==> config.mk <==
export PLATFORM = sky130hd
export DESIGN_NAME = opdec_top
export DESIGN_NICKNAME = d
export VERILOG_FILES = /design/src/opdec_cond_eval.v /design/src/opdec_top.v
export VERILOG_INCLUDE_DIRS = /design/src
export SDC_FILE = /design/constraint.sdc
export NUM_CORES = 1
export LEC_CHECK = 0
export BUFFER_PORTS_ARGS = -buffer_cell sky130_fd_sc_hd__buf_2
export CAP_MARGIN = 20
export CORE_ASPECT_RATIO = 0.9
export CORE_MARGIN = 2
export CORE_UTILIZATION = 42
export DETAILED_ROUTE_END_ITERATION = 16
export PLACE_DENSITY = 0.69
export SLEW_MARGIN = 10
export SYNTH_ARGS = -nofsm -noshare
export SYNTH_HDL_FRONTEND = slang
export SYNTH_SLANG_ARGS = --single-unit
==> constraint.sdc <==
create_clock -name clk_in -period 4.5 [get_ports clk_in]
set_input_delay 0.45 -clock clk_in [delete_from_list [all_inputs] [get_ports clk_in]]
set_output_delay 0.45 -clock clk_in [all_outputs]
set_load 0.05 [all_outputs]
==> src/opdec_consts.vh <==
// Constants for the operand addressing decoder
`ifndef OPDEC_CONSTS_VH
`define OPDEC_CONSTS_VH

// ----------------------------------------------------------------
// Control registers inside the register file (register index)
// ----------------------------------------------------------------
`define OPDEC_IDX_INT_MASK 8'hFB
`define OPDEC_IDX_FLAGS 8'hFC
`define OPDEC_IDX_BANK_PTR 8'hFD
`define OPDEC_RST_INT_MASK 8'h00
`define OPDEC_RST_FLAGS 8'h00
`define OPDEC_RST_BANK_PTR 8'h00

// ----------------------------------------------------------------
// Decoder result registers (register index, byte address = 4 x index)
// ----------------------------------------------------------------
`define OPDEC_IDX_STATUS 8'h00
`define OPDEC_IDX_SRC 8'h01
`define OPDEC_IDX_DST 8'h02
`define OPDEC_IDX_TARGET 8'h03
`define OPDEC_IDX_IMM 8'h04
`define OPDEC_IDX_RF_SIZE 8'h05

// Status register bit positions
`define OPDEC_ST_BUSY 0
`define OPDEC_ST_COND 1
`define OPDEC_ST_PAIR_ERR 2
`define OPDEC_ST_RANGE_ERR 3

// ----------------------------------------------------------------
// Flag bit positions and field layouts
// ----------------------------------------------------------------
`define OPDEC_FLAG_C 7
`define OPDEC_FLAG_Z 6
`define OPDEC_FLAG_S 5
`define OPDEC_FLAG_V 4
`define OPDEC_WREG_PREFIX 4'hE
`define OPDEC_CTRL_BASE 8'hF0
`define OPDEC_RF_FULL 9'h100

// ----------------------------------------------------------------
// Operand formats
// ----------------------------------------------------------------
`define OPDEC_FMT_NONE 3'h0
`define OPDEC_FMT_REG 3'h1
`define OPDEC_FMT_REG_REG 3'h2
`define OPDEC_FMT_REG_IM 3'h3
`define OPDEC_FMT_PAIR 3'h4
`define OPDEC_FMT_INDEXED 3'h5
`define OPDEC_FMT_DIRECT 3'h6
`define OPDEC_FMT_RELATIVE 3'h7

`endif

==> src/opdec_cond_eval.v <==
// Branch condition evaluator for the operand addressing decoder
`timescale 1ns/1ps
`include "opdec_consts.vh"

module opdec_cond_eval
(
  input wire [3:0] cond_in,
  input wire [7:0] flags_in,
  output reg true_out
);

  wire c_flag;
  wire z_flag;
  wire s_flag;
  wire v_flag;
  reg base_test;

  assign c_flag = flags_in[`OPDEC_FLAG_C];
  assign z_flag = flags_in[`OPDEC_FLAG_Z];
  assign s_flag = flags_in[`OPDEC_FLAG_S];
  assign v_flag = flags_in[`OPDEC_FLAG_V];

  // Upper bit of the selector inverts the test chosen by the low three
  always @*
  begin
    base_test = 1'b0;
    case (cond_in[2:0])
      3'h0: base_test = 1'b0;
      3'h1: base_test = s_flag ^ v_flag;
      3'h2: base_test = z_flag | (s_flag ^ v_flag);
      3'h3: base_test = c_flag | z_flag;
      3'h4: base_test = v_flag;
      3'h5: base_test = s_flag;
      3'h6: base_test = z_flag;
      3'h7: base_test = c_flag;
      default: base_test = 1'b0;
    endcase
    true_out = base_test ^ cond_in[3];
  end

endmodule

==> src/opdec_top.v <==
// Operand addressing decoder with Avalon-MM register access
//
// Overview of operation
// - An 8-bit register field selects any of 256 locations, or a working register via the Eh prefix.
// - Pair operands must resolve to an even address, or one of the even working registers 0 to 14.
// - A relative offset is a signed -128..+127 displacement added to the next instruction address.
// - An immediate operand is the 8-bit literal byte taken straight from the instruction stream.
// - Indexed mode pairs an 8-bit base address with a working register picked by a 4-bit field.
// - A direct target byte is passed out unchanged as the target address.
// - Interrupt mask, flags and bank pointer sit at FBh, FCh, FDh and answer to register operands.
// - Two-register instructions arrive as opcode byte, then source byte, then destination byte.
// - The implemented register file size is a parameter and decode flags addresses beyond it, except the F0h to FFh control region.
// - Conditional instructions carry a 4-bit condition selector in opcode bits 7 to 4.
//
// Register access over Avalon-MM was decided locally.
`timescale 1ns/1ps
`include "opdec_consts.vh"

module opdec_top
#(
  parameter RF_SIZE = 256
)
(
  input wire clk_in,
  input wire rst_in,
  // Avalon-MM slave
  input wire [9:0] avs_address_in,
  input wire avs_read_in,
  input wire avs_write_in,
  input wire [31:0] avs_writedata_in,
  input wire [3:0] avs_byteenable_in,
  output reg [31:0] avs_readdata_out,
  output reg avs_waitrequest_out,
  // Instruction byte stream
  input wire [7:0] instr_byte_in,
  input wire instr_valid_in,
  input wire [2:0] fmt_in,
  input wire [15:0] next_pc_in,
  output reg instr_ready_out,
  // Register file read port, data valid the cycle after the enable
  output reg rf_rd_en_out,
  output reg [7:0] rf_rd_addr_out,
  input wire [7:0] rf_rd_data_in,
  // Decode results
  output reg done_out,
  output reg [7:0] src_addr_out,
  output reg [7:0] dst_addr_out,
  output reg [7:0] imm_out,
  output reg [15:0] target_out,
  output reg [3:0] cond_code_out,
  output reg cond_true_out,
  output reg pair_err_out,
  output reg range_err_out,
  // Control registers toward the core
  output reg [7:0] int_mask_out,
  output reg [7:0] flags_out,
  output reg [7:0] bank_ptr_out
);

  // ----------------------------------------------------------------
  // Decode states
  // ----------------------------------------------------------------
  localparam ST_OPC = 3'h0;
  localparam ST_BYTE1 = 3'h1;
  localparam ST_BYTE2 = 3'h2;
  localparam ST_XWAIT = 3'h3;
  localparam ST_XCAP = 3'h4;
  localparam ST_DONE = 3'h5;

  reg [2:0] state_reg;
  reg [2:0] fmt_reg;
  reg [7:0] opcode_reg;
  reg [7:0] byte1_reg;
  reg [15:0] pc_reg;
  reg [7:0] int_mask_reg;
  reg [7:0] flags_reg;
  reg [7:0] bank_ptr_reg;
  wire [7:0] req_index;
  wire req_any;
  wire cond_now;
  wire byte_take;

  // ----------------------------------------------------------------
  // Operand helpers
  // ----------------------------------------------------------------
  // Eh in the upper nibble names a working register in the current bank
  function [7:0] resolve_reg;
    input [7:0] field;
    input [7:0] bank;
    begin
      if (field[7:4] == `OPDEC_WREG_PREFIX)
        resolve_reg = {bank[7:4], field[3:0]};
      else
        resolve_reg = field;
    end
  endfunction

  function [7:0] resolve_wreg;
    input [3:0] num;
    input [7:0] bank;
    begin
      resolve_wreg = {bank[7:4], num};
    end
  endfunction

  // Control region stays reachable even on devices with a small file
  function out_of_range;
    input [7:0] addr;
    begin
      out_of_range = ({1'b0, addr} >= RF_SIZE[8:0]) && (addr < `OPDEC_CTRL_BASE);
    end
  endfunction

  opdec_cond_eval u_cond
  (
    .cond_in(opcode_reg[7:4]),
    .flags_in(flags_reg),
    .true_out(cond_now)
  );

  assign byte_take = instr_valid_in && instr_ready_out;

  // ----------------------------------------------------------------
  // Decode sequencer
  // ----------------------------------------------------------------
  always @(posedge clk_in or posedge rst_in)
  begin
    if (rst_in)
    begin
      state_reg <= ST_OPC;
      fmt_reg <= `OPDEC_FMT_NONE;
      opcode_reg <= 8'h00;
      byte1_reg <= 8'h00;
      pc_reg <= 16'h0000;
      instr_ready_out <= 1'b0;
      rf_rd_en_out <= 1'b0;
      rf_rd_addr_out <= 8'h00;
      done_out <= 1'b0;
      src_addr_out <= 8'h00;
      dst_addr_out <= 8'h00;
      imm_out <= 8'h00;
      target_out <= 16'h0000;
      cond_code_out <= 4'h0;
      cond_true_out <= 1'b0;
      pair_err_out <= 1'b0;
      range_err_out <= 1'b0;
    end
    else
    begin
      done_out <= 1'b0;
      rf_rd_en_out <= 1'b0;
      case (state_reg)
        ST_OPC:
        begin
          instr_ready_out <= 1'b1;
          if (byte_take)
          begin
            opcode_reg <= instr_byte_in;
            fmt_reg <= fmt_in;
            pc_reg <= next_pc_in;
            cond_code_out <= instr_byte_in[7:4];
            pair_err_out <= 1'b0;
            range_err_out <= 1'b0;
            if (fmt_in == `OPDEC_FMT_NONE)
            begin
              instr_ready_out <= 1'b0;
              state_reg <= ST_DONE;
            end
            else
              state_reg <= ST_BYTE1;
          end
        end
        ST_BYTE1:
        begin
          if (byte_take)
          begin
            byte1_reg <= instr_byte_in;
            state_reg <= ST_BYTE2;
            case (fmt_reg)
              `OPDEC_FMT_REG:
              begin
                dst_addr_out <= resolve_reg(instr_byte_in, bank_ptr_reg);
                range_err_out <= out_of_range(resolve_reg(instr_byte_in, bank_ptr_reg));
                instr_ready_out <= 1'b0;
                state_reg <= ST_DONE;
              end
              `OPDEC_FMT_REG_REG:
              begin
                // Source byte precedes the destination byte
                src_addr_out <= resolve_reg(instr_byte_in, bank_ptr_reg);
                range_err_out <= out_of_range(resolve_reg(instr_byte_in, bank_ptr_reg));
              end
              `OPDEC_FMT_REG_IM:
              begin
                dst_addr_out <= resolve_reg(instr_byte_in, bank_ptr_reg);
                range_err_out <= out_of_range(resolve_reg(instr_byte_in, bank_ptr_reg));
              end
              `OPDEC_FMT_PAIR:
              begin
                dst_addr_out <= resolve_reg(instr_byte_in, bank_ptr_reg);
                pair_err_out <= instr_byte_in[0];
                range_err_out <= out_of_range(resolve_reg(instr_byte_in, bank_ptr_reg));
                instr_ready_out <= 1'b0;
                state_reg <= ST_DONE;
              end
              `OPDEC_FMT_INDEXED:
              begin
                // High nibble: data register, low nibble: index register
                dst_addr_out <= resolve_wreg(instr_byte_in[7:4], bank_ptr_reg);
              end
              `OPDEC_FMT_DIRECT:
              begin
                target_out <= {8'h00, instr_byte_in};
                instr_ready_out <= 1'b0;
                state_reg <= ST_DONE;
              end
              `OPDEC_FMT_RELATIVE:
              begin
                target_out <= pc_reg + {{8{instr_byte_in[7]}}, instr_byte_in};
                cond_true_out <= cond_now;
                instr_ready_out <= 1'b0;
                state_reg <= ST_DONE;
              end
              default:
              begin
                instr_ready_out <= 1'b0;
                state_reg <= ST_DONE;
              end
            endcase
          end
        end
        ST_BYTE2:
        begin
          if (byte_take)
          begin
            instr_ready_out <= 1'b0;
            state_reg <= ST_DONE;
            case (fmt_reg)
              `OPDEC_FMT_REG_REG:
              begin
                dst_addr_out <= resolve_reg(instr_byte_in, bank_ptr_reg);
                range_err_out <= range_err_out |
                  out_of_range(resolve_reg(instr_byte_in, bank_ptr_reg));
              end
              `OPDEC_FMT_REG_IM:
                imm_out <= instr_byte_in;
              `OPDEC_FMT_INDEXED:
              begin
                // Base byte is kept; the index register must be fetched first
                imm_out <= instr_byte_in;
                rf_rd_en_out <= 1'b1;
                rf_rd_addr_out <= resolve_wreg(byte1_reg[3:0], bank_ptr_reg);
                state_reg <= ST_XWAIT;
              end
              default:
                state_reg <= ST_DONE;
            endcase
          end
        end
        ST_XWAIT:
          state_reg <= ST_XCAP;
        ST_XCAP:
        begin
          src_addr_out <= imm_out + rf_rd_data_in;
          range_err_out <= out_of_range(imm_out + rf_rd_data_in);
          state_reg <= ST_DONE;
        end
        ST_DONE:
        begin
          done_out <= 1'b1;
          instr_ready_out <= 1'b1;
          state_reg <= ST_OPC;
        end
        default:
        begin
          instr_ready_out <= 1'b0;
          state_reg <= ST_OPC;
        end
      endcase
    end
  end

  // ----------------------------------------------------------------
  // Avalon-MM slave
  // ----------------------------------------------------------------
  // One wait cycle per access: read data is registered at the same edge that drops waitrequest
  assign req_index = avs_address_in[9:2];
  assign req_any = avs_read_in || avs_write_in;

  function [31:0] read_mux;
    input [7:0] idx;
    input [31:0] status_word;
    begin
      case (idx)
        `OPDEC_IDX_STATUS: read_mux = status_word;
        `OPDEC_IDX_SRC: read_mux = {24'h0000_00, src_addr_out};
        `OPDEC_IDX_DST: read_mux = {24'h0000_00, dst_addr_out};
        `OPDEC_IDX_TARGET: read_mux = {16'h0000, target_out};
        `OPDEC_IDX_IMM: read_mux = {24'h0000_00, imm_out};
        `OPDEC_IDX_RF_SIZE: read_mux = {23'h0000_00, RF_SIZE[8:0]};
        `OPDEC_IDX_INT_MASK: read_mux = {24'h0000_00, int_mask_reg};
        `OPDEC_IDX_FLAGS: read_mux = {24'h0000_00, flags_reg};
        `OPDEC_IDX_BANK_PTR: read_mux = {24'h0000_00, bank_ptr_reg};
        default: read_mux = 32'h0000_0000;
      endcase
    end
  endfunction

  wire [31:0] status_word;
  assign status_word = {28'h000_0000, range_err_out, pair_err_out, cond_true_out,
    (state_reg != ST_OPC)};

  always @(posedge clk_in or posedge rst_in)
  begin
    if (rst_in)
    begin
      avs_waitrequest_out <= 1'b1;
      avs_readdata_out <= 32'h0000_0000;
      int_mask_reg <= `OPDEC_RST_INT_MASK;
      flags_reg <= `OPDEC_RST_FLAGS;
      bank_ptr_reg <= `OPDEC_RST_BANK_PTR;
      int_mask_out <= `OPDEC_RST_INT_MASK;
      flags_out <= `OPDEC_RST_FLAGS;
      bank_ptr_out <= `OPDEC_RST_BANK_PTR;
    end
    else
    begin
      int_mask_out <= int_mask_reg;
      flags_out <= flags_reg;
      bank_ptr_out <= bank_ptr_reg;
      if (req_any && avs_waitrequest_out)
      begin
        avs_waitrequest_out <= 1'b0;
        avs_readdata_out <= avs_read_in ? read_mux(req_index, status_word) : 32'h0000_0000;
      end
      else
      begin
        avs_waitrequest_out <= 1'b1;
        // Write lands at the edge where the master sees waitrequest low
        if (avs_write_in && !avs_waitrequest_out && avs_byteenable_in[0])
        begin
          case (req_index)
            `OPDEC_IDX_INT_MASK: int_mask_reg <= avs_writedata_in[7:0];
            `OPDEC_IDX_FLAGS: flags_reg <= avs_writedata_in[7:0];
            `OPDEC_IDX_BANK_PTR: bank_ptr_reg <= avs_writedata_in[7:0];
            default: int_mask_reg <= int_mask_reg;
          endcase
        end
      end
    end
  end

endmodule

==> impl_metrics.prom, run 1 <==
# TYPE chip_impl_metric gauge
chip_impl_metric{name="cts-htree-levels",unit=""} 4
chip_impl_metric{name="worst_hold_slack",unit="ps"} 149
chip_impl_metric{name="post-cts-setup-buffer-count",unit=""} 0
chip_impl_metric{name="die_width",unit="um"} 144
chip_impl_metric{name="finalPower",unit="uW"} 5690
chip_impl_metric{name="cts-buffers-inserted",unit=""} 17
chip_impl_metric{name="design.portCount",unit=""} 201
chip_impl_info{name="path_type_of_the_worst_min_delay_path",value="in2async"} 1
chip_impl_metric{name="power.internal",unit="uW"} 3160
chip_impl_metric{name="fp.dieH",unit="um"} 130
chip_impl_info{name="cp_cell_sequence",value="or3b_4 > nor2_4 > nand3_1 > nor4_1 > a31oi_1 > nand4_1"} 1
chip_impl_metric{name="cp_max_fo",unit=""} 25
chip_impl_metric{name="count_of_flip_flops_with_a_built_in_enable_after_synthesis",unit=""} 0
chip_impl_metric{name="synth_async_sr_flop_share",unit="%"} 100
chip_impl_metric{name="number_of_standard_cells_after_synthesis",unit=""} 682
chip_impl_metric{name="drt-vias-per-instance",unit=""} 5.42
chip_impl_metric{name="setup_total_negative_slack",unit="ps"} 0
chip_impl_metric{name="port_buffers",unit=""} 154
chip_impl_metric{name="die-area",unit="um^2"} 18800
chip_impl_metric{name="cts-hold-fix-buffers",unit=""} 0
chip_impl_metric{name="skew",unit="ps"} 15.7
chip_impl_metric{name="overflow",unit=""} 0
chip_impl_metric{name="synth_sequential_area_ratio",unit="%"} 49.9
chip_impl_metric{name="std_cell_rows",unit=""} 46
chip_impl_metric{name="power_switching",unit="uW"} 2530
chip_impl_metric{name="dp.final_hpwl",unit="um"} 15000
chip_impl_metric{name="synthDistinctLibCells",unit=""} 59
chip_impl_info{name="critPathCaptureType",value="flop"} 1
chip_impl_metric{name="setup_viol_count_final",unit=""} 0
chip_impl_metric{name="clock_tree.buffer_depth",unit=""} 2
chip_impl_metric{name="post-route-drc-count",unit=""} 0
chip_impl_metric{name="area_growth",unit="%"} 19.6
chip_impl_metric{name="floorplan.initialDensity",unit="%"} 42.6
chip_impl_metric{name="critPathArrivalTime",unit="ps"} 2990
chip_impl_info{name="crit_type",value="reg2reg"} 1
chip_impl_metric{name="drt-wirelength-per-cell",unit="um"} 18.5
chip_impl_metric{name="power.combinational.fraction",unit="%"} 41.9
chip_impl_info{name="rsz_0062_raised_after_global_routing",value="false"} 1
chip_impl_metric{name="slew_viol_final",unit=""} 0
chip_impl_info{name="synth_top_cells_by_area",value="sky130_fd_sc_hd__dfrtp_1 (50%), sky130_fd_sc_hd__mux2_2 (10%), sky130_fd_sc_hd__ha_1 (3.7%)"} 1
chip_impl_metric{name="p_leak",unit="uW"} 0.00439
chip_impl_info{name="start_kind",value="flop"} 1
chip_impl_metric{name="placer_congestion",unit=""} 0.863
chip_impl_metric{name="sequentialPowerShare",unit="%"} 34.9
chip_impl_metric{name="count_of_antenna_violating_nets_left_after_detailed_routing",unit=""} 0
chip_impl_metric{name="max_slew.worst_pin.slew",unit="ps"} 1040
chip_impl_metric{name="slew-limit-headroom",unit="%"} 30.8
chip_impl_metric{name="period_needed",unit="ps"} 2630
chip_impl_info{name="worst_path_max_delay_cell",value="sky130_fd_sc_hd__nand3_1"} 1
chip_impl_metric{name="dp.cells",unit=""} 1051
chip_impl_info{name="synthDominantAreaCellType",value="sky130_fd_sc_hd__dfrtp_1"} 1
chip_impl_metric{name="vias",unit=""} 5868
chip_impl_metric{name="synthesis.yosys.warnings",unit=""} 0
chip_impl_metric{name="power.switching_fraction",unit="%"} 44.5
chip_impl_metric{name="first_global_vias",unit=""} 5411
chip_impl_metric{name="cp_slowest_stage_delay",unit="ps"} 650
chip_impl_metric{name="core_area",unit="um^2"} 17400
chip_impl_metric{name="instances_no_fill",unit=""} 1083
chip_impl_metric{name="yosys_register_bits",unit=""} 148
chip_impl_info{name="run_status",value="finished, final reports clean"} 1
chip_impl_metric{name="maximum_number_of_pins_on_one_net_before_global_route_repair",unit=""} 83
chip_impl_metric{name="power.clock.fraction",unit="%"} 23.2
chip_impl_metric{name="report.final.hold_viol_count",unit=""} 0
chip_impl_info{name="timing.critical_path.max_delay_family",value="simple AND/OR/NAND/NOR gates"} 1
chip_impl_metric{name="final_period_util",unit="%"} 58.4
chip_impl_metric{name="drt-pass1-iter-count",unit=""} 5
chip_impl_metric{name="cap_violations",unit=""} 0
chip_impl_metric{name="power.ir.vdd_worst",unit="uV"} 389
chip_impl_metric{name="postSynthAreaPerCell",unit="um^2"} 10.9
chip_impl_info{name="worst_r2r_startpoint",value="state_reg[2]"} 1
chip_impl_metric{name="first_iter_violations",unit=""} 332
chip_impl_metric{name="clkTransAtPathRegs",unit="ps"} 60
chip_impl_info{name="cts_tree",value="done"} 1
chip_impl_metric{name="clock_insertion_delay_worst_skew",unit="ps"} 430
chip_impl_metric{name="design.final.nets",unit=""} 940
chip_impl_metric{name="synthDominantCellAreaShare",unit="%"} 49.6
chip_impl_metric{name="layout-drive-gt1-share",unit="%"} 31.9
chip_impl_metric{name="max_clock_freq",unit="MHz"} 380
chip_impl_metric{name="synthesis.area",unit="um^2"} 7420
chip_impl_metric{name="grt_use_total",unit="%"} 21.7
chip_impl_info{name="post_synth_top_flop",value="sky130_fd_sc_hd__dfrtp_1"} 1
chip_impl_metric{name="grt_first_pass_wirelength",unit="um"} 30500
chip_impl_metric{name="drt_wl_total",unit="um"} 20000
chip_impl_metric{name="power_per_cell_area",unit="nW/um^2"} 641
chip_impl_metric{name="insertedDiodeCount",unit=""} 0
chip_impl_metric{name="worst-endpoint-required",unit="ps"} 4860
chip_impl_metric{name="clock_sink_count",unit=""} 148
chip_impl_info{name="crit_path_start",value="state_reg[2]"} 1
chip_impl_info{name="clk_root_buffer_cell",value="sky130_fd_sc_hd__clkbuf_16"} 1
chip_impl_metric{name="cp_num_buf_inv",unit=""} 0
chip_impl_metric{name="post_cts_resize_count",unit=""} 0
chip_impl_metric{name="antenna_found_initial",unit=""} 1
metrics by stage:
step                      utilization, %  area [um^2]  worst slack [ps]
after floorplan                        -         7480              72.0
after global placement              47.7         8330              1720
after detailed placement            47.8         8330              1690
after CTS                           50.9         8880              1920
after global routing                50.9         8880              1590
final                               50.9         8880              1870
path summary, 6_finish.rpt:
check / to / slack [ps] / depth (start not counted)
max in group asynchronous: pc_reg[9] / 3300 / 3
worst max-delay path: target_out[15] / 1870 / 6
worst min register to register: flags_out[0] / 400 / 0
min in group clk_in: pc_reg[12] / 250 / 2
worst min-delay path: bank_ptr_out[7] / 150 / 2
worst max register to register: target_out[15] / 1870 / 6
cell families (layout without fill, tap and decap cells):
group | count (synthesis) | count (layout) | synth area share [%]
AO/OA/AOI/OAI | 190 | 190 | 16.4
XOR/XNOR | 15 | 15 | 1.77
adder cells (fa/ha/maj) | 24 | 24 | 4.25
buffers and inverters | 62 | 207 | 4.37
flip-flops | 148 | 148 | 49.9
multiplexers | 79 | 79 | 12.0
other | 1 | 17 | 0.0505
AND/OR/NAND/NOR | 163 | 163 | 11.3
power by group through the flow:
stage	logic, uW	clock network (uW)	registers, uW
final	2390	1320	1990
after global routing	2600	1390	2030
after CTS	2390	1340	1980
after detailed placement	2380	0	2010
after global placement	2340	0	2000
after floorplan	1280	0	2510
final cells by class:
class / instances / area [um^2]
Clock inverter: 12 / 96.3
Sequential cell: 148 / 3700
Timing Repair Buffer: 159 / 808
Clock buffer: 20 / 447
Fill cell: 1611 / 8560
Multi-Input combinational cell: 488 / 3450
Tap cell: 240 / 300
Inverter: 16 / 65.1
cell usage after synthesis (all sizes together), types with 9 or more instances:
library cell and number:
nand3 11, a21oi 43, mux2i 9, o21ai 53, clkbuf 10, nor3 14, a21o 10, mux2 69
nand2 57, nor2 31, ha 22, inv 16, a22o 16, dfrtp 147, a22oi 12, buf 36
o22ai 11
cells in the final DEF, fill, tap and decap left out, types with 5 or more instances in the layout:
master,Yosys,final
sky130_fd_sc_hd__a22oi_1,12,12
sky130_fd_sc_hd__o22ai_1,11,11
sky130_fd_sc_hd__mux2_2,69,69
sky130_fd_sc_hd__a221oi_1,6,6
sky130_fd_sc_hd__nand3_1,11,11
sky130_fd_sc_hd__xnor2_1,7,7
sky130_fd_sc_hd__clkbuf_16,0,17
sky130_fd_sc_hd__mux2i_1,9,9
sky130_fd_sc_hd__inv_1,16,15
sky130_fd_sc_hd__inv_6,0,6
sky130_fd_sc_hd__a22o_1,16,16
sky130_fd_sc_hd__a21o_1,10,10
sky130_fd_sc_hd__ha_1,22,22
sky130_fd_sc_hd__nor2_1,30,30
sky130_fd_sc_hd__buf_4,19,5
sky130_fd_sc_hd__o21a_1,7,7
sky130_fd_sc_hd__nor3b_1,7,7
sky130_fd_sc_hd__conb_1,1,17
sky130_fd_sc_hd__a31oi_1,5,5
sky130_fd_sc_hd__nor2b_1,7,7
sky130_fd_sc_hd__and3_1,6,6
sky130_fd_sc_hd__nor3_1,13,13
sky130_fd_sc_hd__a21oi_1,43,43
sky130_fd_sc_hd__o31ai_1,5,5
sky130_fd_sc_hd__o21ai_0,52,52
sky130_fd_sc_hd__buf_2,16,154
sky130_fd_sc_hd__or3_1,5,5
sky130_fd_sc_hd__dfrtp_1,147,147
sky130_fd_sc_hd__xor2_1,8,8
sky130_fd_sc_hd__nand2_1,57,57
per-layer routing:
layer | up-vias | track usage, % | share of wire (%)
met1 | 2831 | 30.7 | 45
met2 | 249 | 32.9 | 45
li1 | 2763 | - | -
met3 | 23 | 6.79 | 9.3
met5 | - | 0 | 0.055
met4 | 2 | 4.97 | 1.1
Note: power is estimated with default switching activity, not from simulation.
==> inputs of run 2 (changes only) <==
==> constraint.sdc (replaced) <==
create_clock -name clk_in -period 2.4 [get_ports clk_in]
set_input_delay 0.24 -clock clk_in [delete_from_list [all_inputs] [get_ports clk_in]]
set_output_delay 0.24 -clock clk_in [all_outputs]
set_load 0.05 [all_outputs]
==> impl_metrics.prom, run 2 (synthesis results as in run 1) <==
# TYPE chip_impl_metric gauge
chip_impl_info{name="run_status",value="finished, final reports clean"} 1
chip_impl_metric{name="power_per_cell_area",unit="nW/um^2"} 1220
chip_impl_metric{name="cp_num_buf_inv",unit=""} 1
chip_impl_metric{name="design.final.nets",unit=""} 966
chip_impl_metric{name="clock_sink_count",unit=""} 148
chip_impl_info{name="worstHoldStart",value="next_pc_in[13]"} 1
chip_impl_info{name="start_kind",value="flop"} 1
chip_impl_info{name="final_common_cell",value="sky130_fd_sc_hd__buf_2"} 1
chip_impl_metric{name="area_growth",unit="%"} 24.0
chip_impl_metric{name="drt-vias-per-instance",unit=""} 5.36
chip_impl_metric{name="grtUsageMet1",unit="%"} 31.5
chip_impl_metric{name="grt_use_met2",unit="%"} 33.1
chip_impl_info{name="crit_type",value="reg2reg"} 1
chip_impl_metric{name="drt-pass1-iter-count",unit=""} 5
chip_impl_metric{name="cts-buffers-inserted",unit=""} 17
chip_impl_info{name="path_type_of_the_worst_min_delay_path",value="in2reg"} 1
chip_impl_metric{name="power.internal",unit="uW"} 6400
chip_impl_metric{name="die-area",unit="um^2"} 18800
chip_impl_metric{name="post-cts-setup-buffer-count",unit=""} 0
chip_impl_metric{name="cap_violations",unit=""} 0
chip_impl_metric{name="p_leak",unit="uW"} 0.00456
chip_impl_metric{name="layout-drive-gt1-share",unit="%"} 34.5
chip_impl_info{name="worst_r2r_startpoint",value="pc_reg[0]"} 1
chip_impl_info{name="crit_path_start",value="pc_reg[0]"} 1
chip_impl_info{name="worst_path_max_delay_cell",value="sky130_fd_sc_hd__dfrtp_1"} 1
chip_impl_metric{name="antenna_found_initial",unit=""} 0
chip_impl_info{name="critPathCaptureType",value="flop"} 1
chip_impl_info{name="rsz_0062_raised_after_global_routing",value="false"} 1
chip_impl_metric{name="period_needed",unit="ps"} 2260
chip_impl_metric{name="design.portCount",unit=""} 201
chip_impl_metric{name="drt-wirelength-per-cell",unit="um"} 18.2
chip_impl_metric{name="slew_viol_final",unit=""} 0
chip_impl_metric{name="clock_insertion_delay_worst_skew",unit="ps"} 430
chip_impl_metric{name="fp.dieH",unit="um"} 130
chip_impl_metric{name="drt_wl_total",unit="um"} 20200
chip_impl_metric{name="multiInputGateArea",unit="um^2"} 3480
chip_impl_metric{name="final_period_util",unit="%"} 94.0
chip_impl_metric{name="placement.cell_area",unit="um^2"} 8540
chip_impl_metric{name="cp_slowest_stage_delay",unit="ps"} 390
chip_impl_info{name="globalRoute.busiestLayer",value="met2"} 1
chip_impl_metric{name="first_global_vias",unit=""} 5454
chip_impl_metric{name="setup_viol_count_final",unit=""} 0
chip_impl_metric{name="slew-limit-headroom",unit="%"} 57.0
chip_impl_metric{name="maximum_number_of_pins_on_one_net_before_global_route_repair",unit=""} 66
chip_impl_metric{name="core_area",unit="um^2"} 17400
chip_impl_metric{name="layout.area.seq",unit="um^2"} 3700
chip_impl_metric{name="clkTransAtPathRegs",unit="ps"} 60
chip_impl_metric{name="dp.final_hpwl",unit="um"} 15300
chip_impl_info{name="cts_tree",value="done"} 1
chip_impl_metric{name="final_area",unit="um^2"} 9200
chip_impl_metric{name="critPathArrivalTime",unit="ps"} 2560
chip_impl_metric{name="post-route-drc-count",unit=""} 0
chip_impl_metric{name="floorplan.initialDensity",unit="%"} 42.6
chip_impl_info{name="most-common-layout-cells",value="sky130_fd_sc_hd__buf_2 (154), sky130_fd_sc_hd__dfrtp_1 (147), sky130_fd_sc_hd__mux2_2 (69), sky130_fd_sc_hd__nand2_1 (57), sky130_fd_sc_hd__o21ai_0 (52)"} 1
chip_impl_metric{name="power.combinational.fraction",unit="%"} 42.2
chip_impl_metric{name="grt_first_pass_wirelength",unit="um"} 31100
chip_impl_metric{name="overflow",unit=""} 0
chip_impl_metric{name="std_cell_rows",unit=""} 46
chip_impl_info{name="critical-path-top-cell-by-count",value="sky130_fd_sc_hd__a211oi_2"} 1
chip_impl_metric{name="finalPower",unit="uW"} 11200
chip_impl_metric{name="power.clock.fraction",unit="%"} 25.1
chip_impl_metric{name="power.ir.vdd_worst",unit="uV"} 744
chip_impl_metric{name="skew",unit="ps"} 6.67
chip_impl_info{name="clk_root_buffer_cell",value="sky130_fd_sc_hd__clkbuf_16"} 1
chip_impl_metric{name="max_slew.worst_pin.slew",unit="ps"} 644
chip_impl_metric{name="sequentialPowerShare",unit="%"} 32.6
chip_impl_metric{name="clock_tree.buffer_depth",unit=""} 2
chip_impl_metric{name="count_of_antenna_violating_nets_left_after_detailed_routing",unit=""} 0
chip_impl_metric{name="placer_congestion",unit=""} 0.914
chip_impl_metric{name="vias",unit=""} 5947
chip_impl_metric{name="insertedDiodeCount",unit=""} 0
chip_impl_info{name="cp_cell_sequence",value="ha_2 > fa_2 > a211oi_2 > o21bai_1 > o31a_1 > a211oi_2 > buf_4 > xor2_1 > o21ai_0"} 1
chip_impl_metric{name="max_clock_freq",unit="MHz"} 443
chip_impl_metric{name="global_route.usage.met3",unit="%"} 5.65
chip_impl_metric{name="fill_cells",unit=""} 1573
chip_impl_metric{name="port_buffers",unit=""} 154
chip_impl_metric{name="power.switching_fraction",unit="%"} 42.8
chip_impl_metric{name="cp_max_fo",unit=""} 3
chip_impl_metric{name="die_width",unit="um"} 144
chip_impl_metric{name="first_iter_violations",unit=""} 453
chip_impl_metric{name="cts-htree-levels",unit=""} 4
chip_impl_metric{name="report.final.hold_viol_count",unit=""} 0
chip_impl_metric{name="worst-endpoint-required",unit="ps"} 2700
chip_impl_info{name="timing.critical_path.max_delay_family",value="compound AO/OA/AOI/OAI gates"} 1
chip_impl_metric{name="grt_use_total",unit="%"} 22.0
chip_impl_metric{name="power_switching",unit="uW"} 4790
[run 2: changes by cell type in the layout (fill, tap and decap cells not counted), sizes merged]
cell | previous run | this run
clkinv | 6 | 4
buf | 159 | 184
dlygate4sd3 | 0 | 1
bufinv | 0 | 3
clkinvlp | 1 | 3
inv | 21 | 18
[run 2: cell type report]
| type | count | share of cell area (%) |
|---|---|---|
| inverter | 16 | 0.694 |
| timing repair buffer | 185 | 11.2 |
| clock inverter | 12 | 1.84 |
| multi-input combinational | 488 | 37.8 |
| tap | 240 | 3.26 |
| clock buffer | 20 | 4.96 |
| sequential | 148 | 40.3 |
[run 2: path summary, 6_finish.rpt]
check | end | slack (ps) | depth (start not counted)
setup / recovery | target_out[12] | 140 | 9
hold / removal | pc_reg[13] | 40 | 2
setup reg to reg | target_out[12] | 140 | 9
hold reg to reg | flags_out[3] | 410 | 0
max in group asynchronous | byte1_reg[3] | 1200 | 4
min in group asynchronous | int_mask_out[7] | 440 | 3
[run 2: through the flow]
stage          worst slack (ps)  utilization, %  setup TNS (ps)  std cells  hold WS (ps)
2_1_floorplan               112               -               0        698           358
3_3_place_gp               32.0            49.0               0       1075           352
3_5_place_dp              -7.69            49.0           -7.69       1076           356
4_1_cts                    30.6            52.7               0       1109          26.4
5_1_grt                    19.9            52.8               0       1109          19.7
6_report                    144            52.8               0       1109          39.1
[run 2: power by group through the flow]
stage               sequential (uW)  combinational (uW)  clock [uW]
floorplan                      4710                2390           0
global placement               3660                4620           0
detailed placement             3690                4670           0
CTS                            3650                4700        2850
global route                   3730                5110        2970
finish                         3650                4720        2810
[run 2: layer usage]
layer | vias up | routed length, um
met2 | 234 | 9060
met4 | 0 | 315
met1 | 2873 | 9220
li1 | 2818 | -
met5 | - | 0
met3 | 22 | 1560
[run 2: repair_timing]
item / 4_1_cts / 5_1_grt
pin swaps: 0 / 3
gates resized for setup: 1 / 4
setup endpoints to repair: 1 / 6
hold buffers: 1 / 0
cloned: 0 / 0
endpoints found under the hold margin: 25 / 0
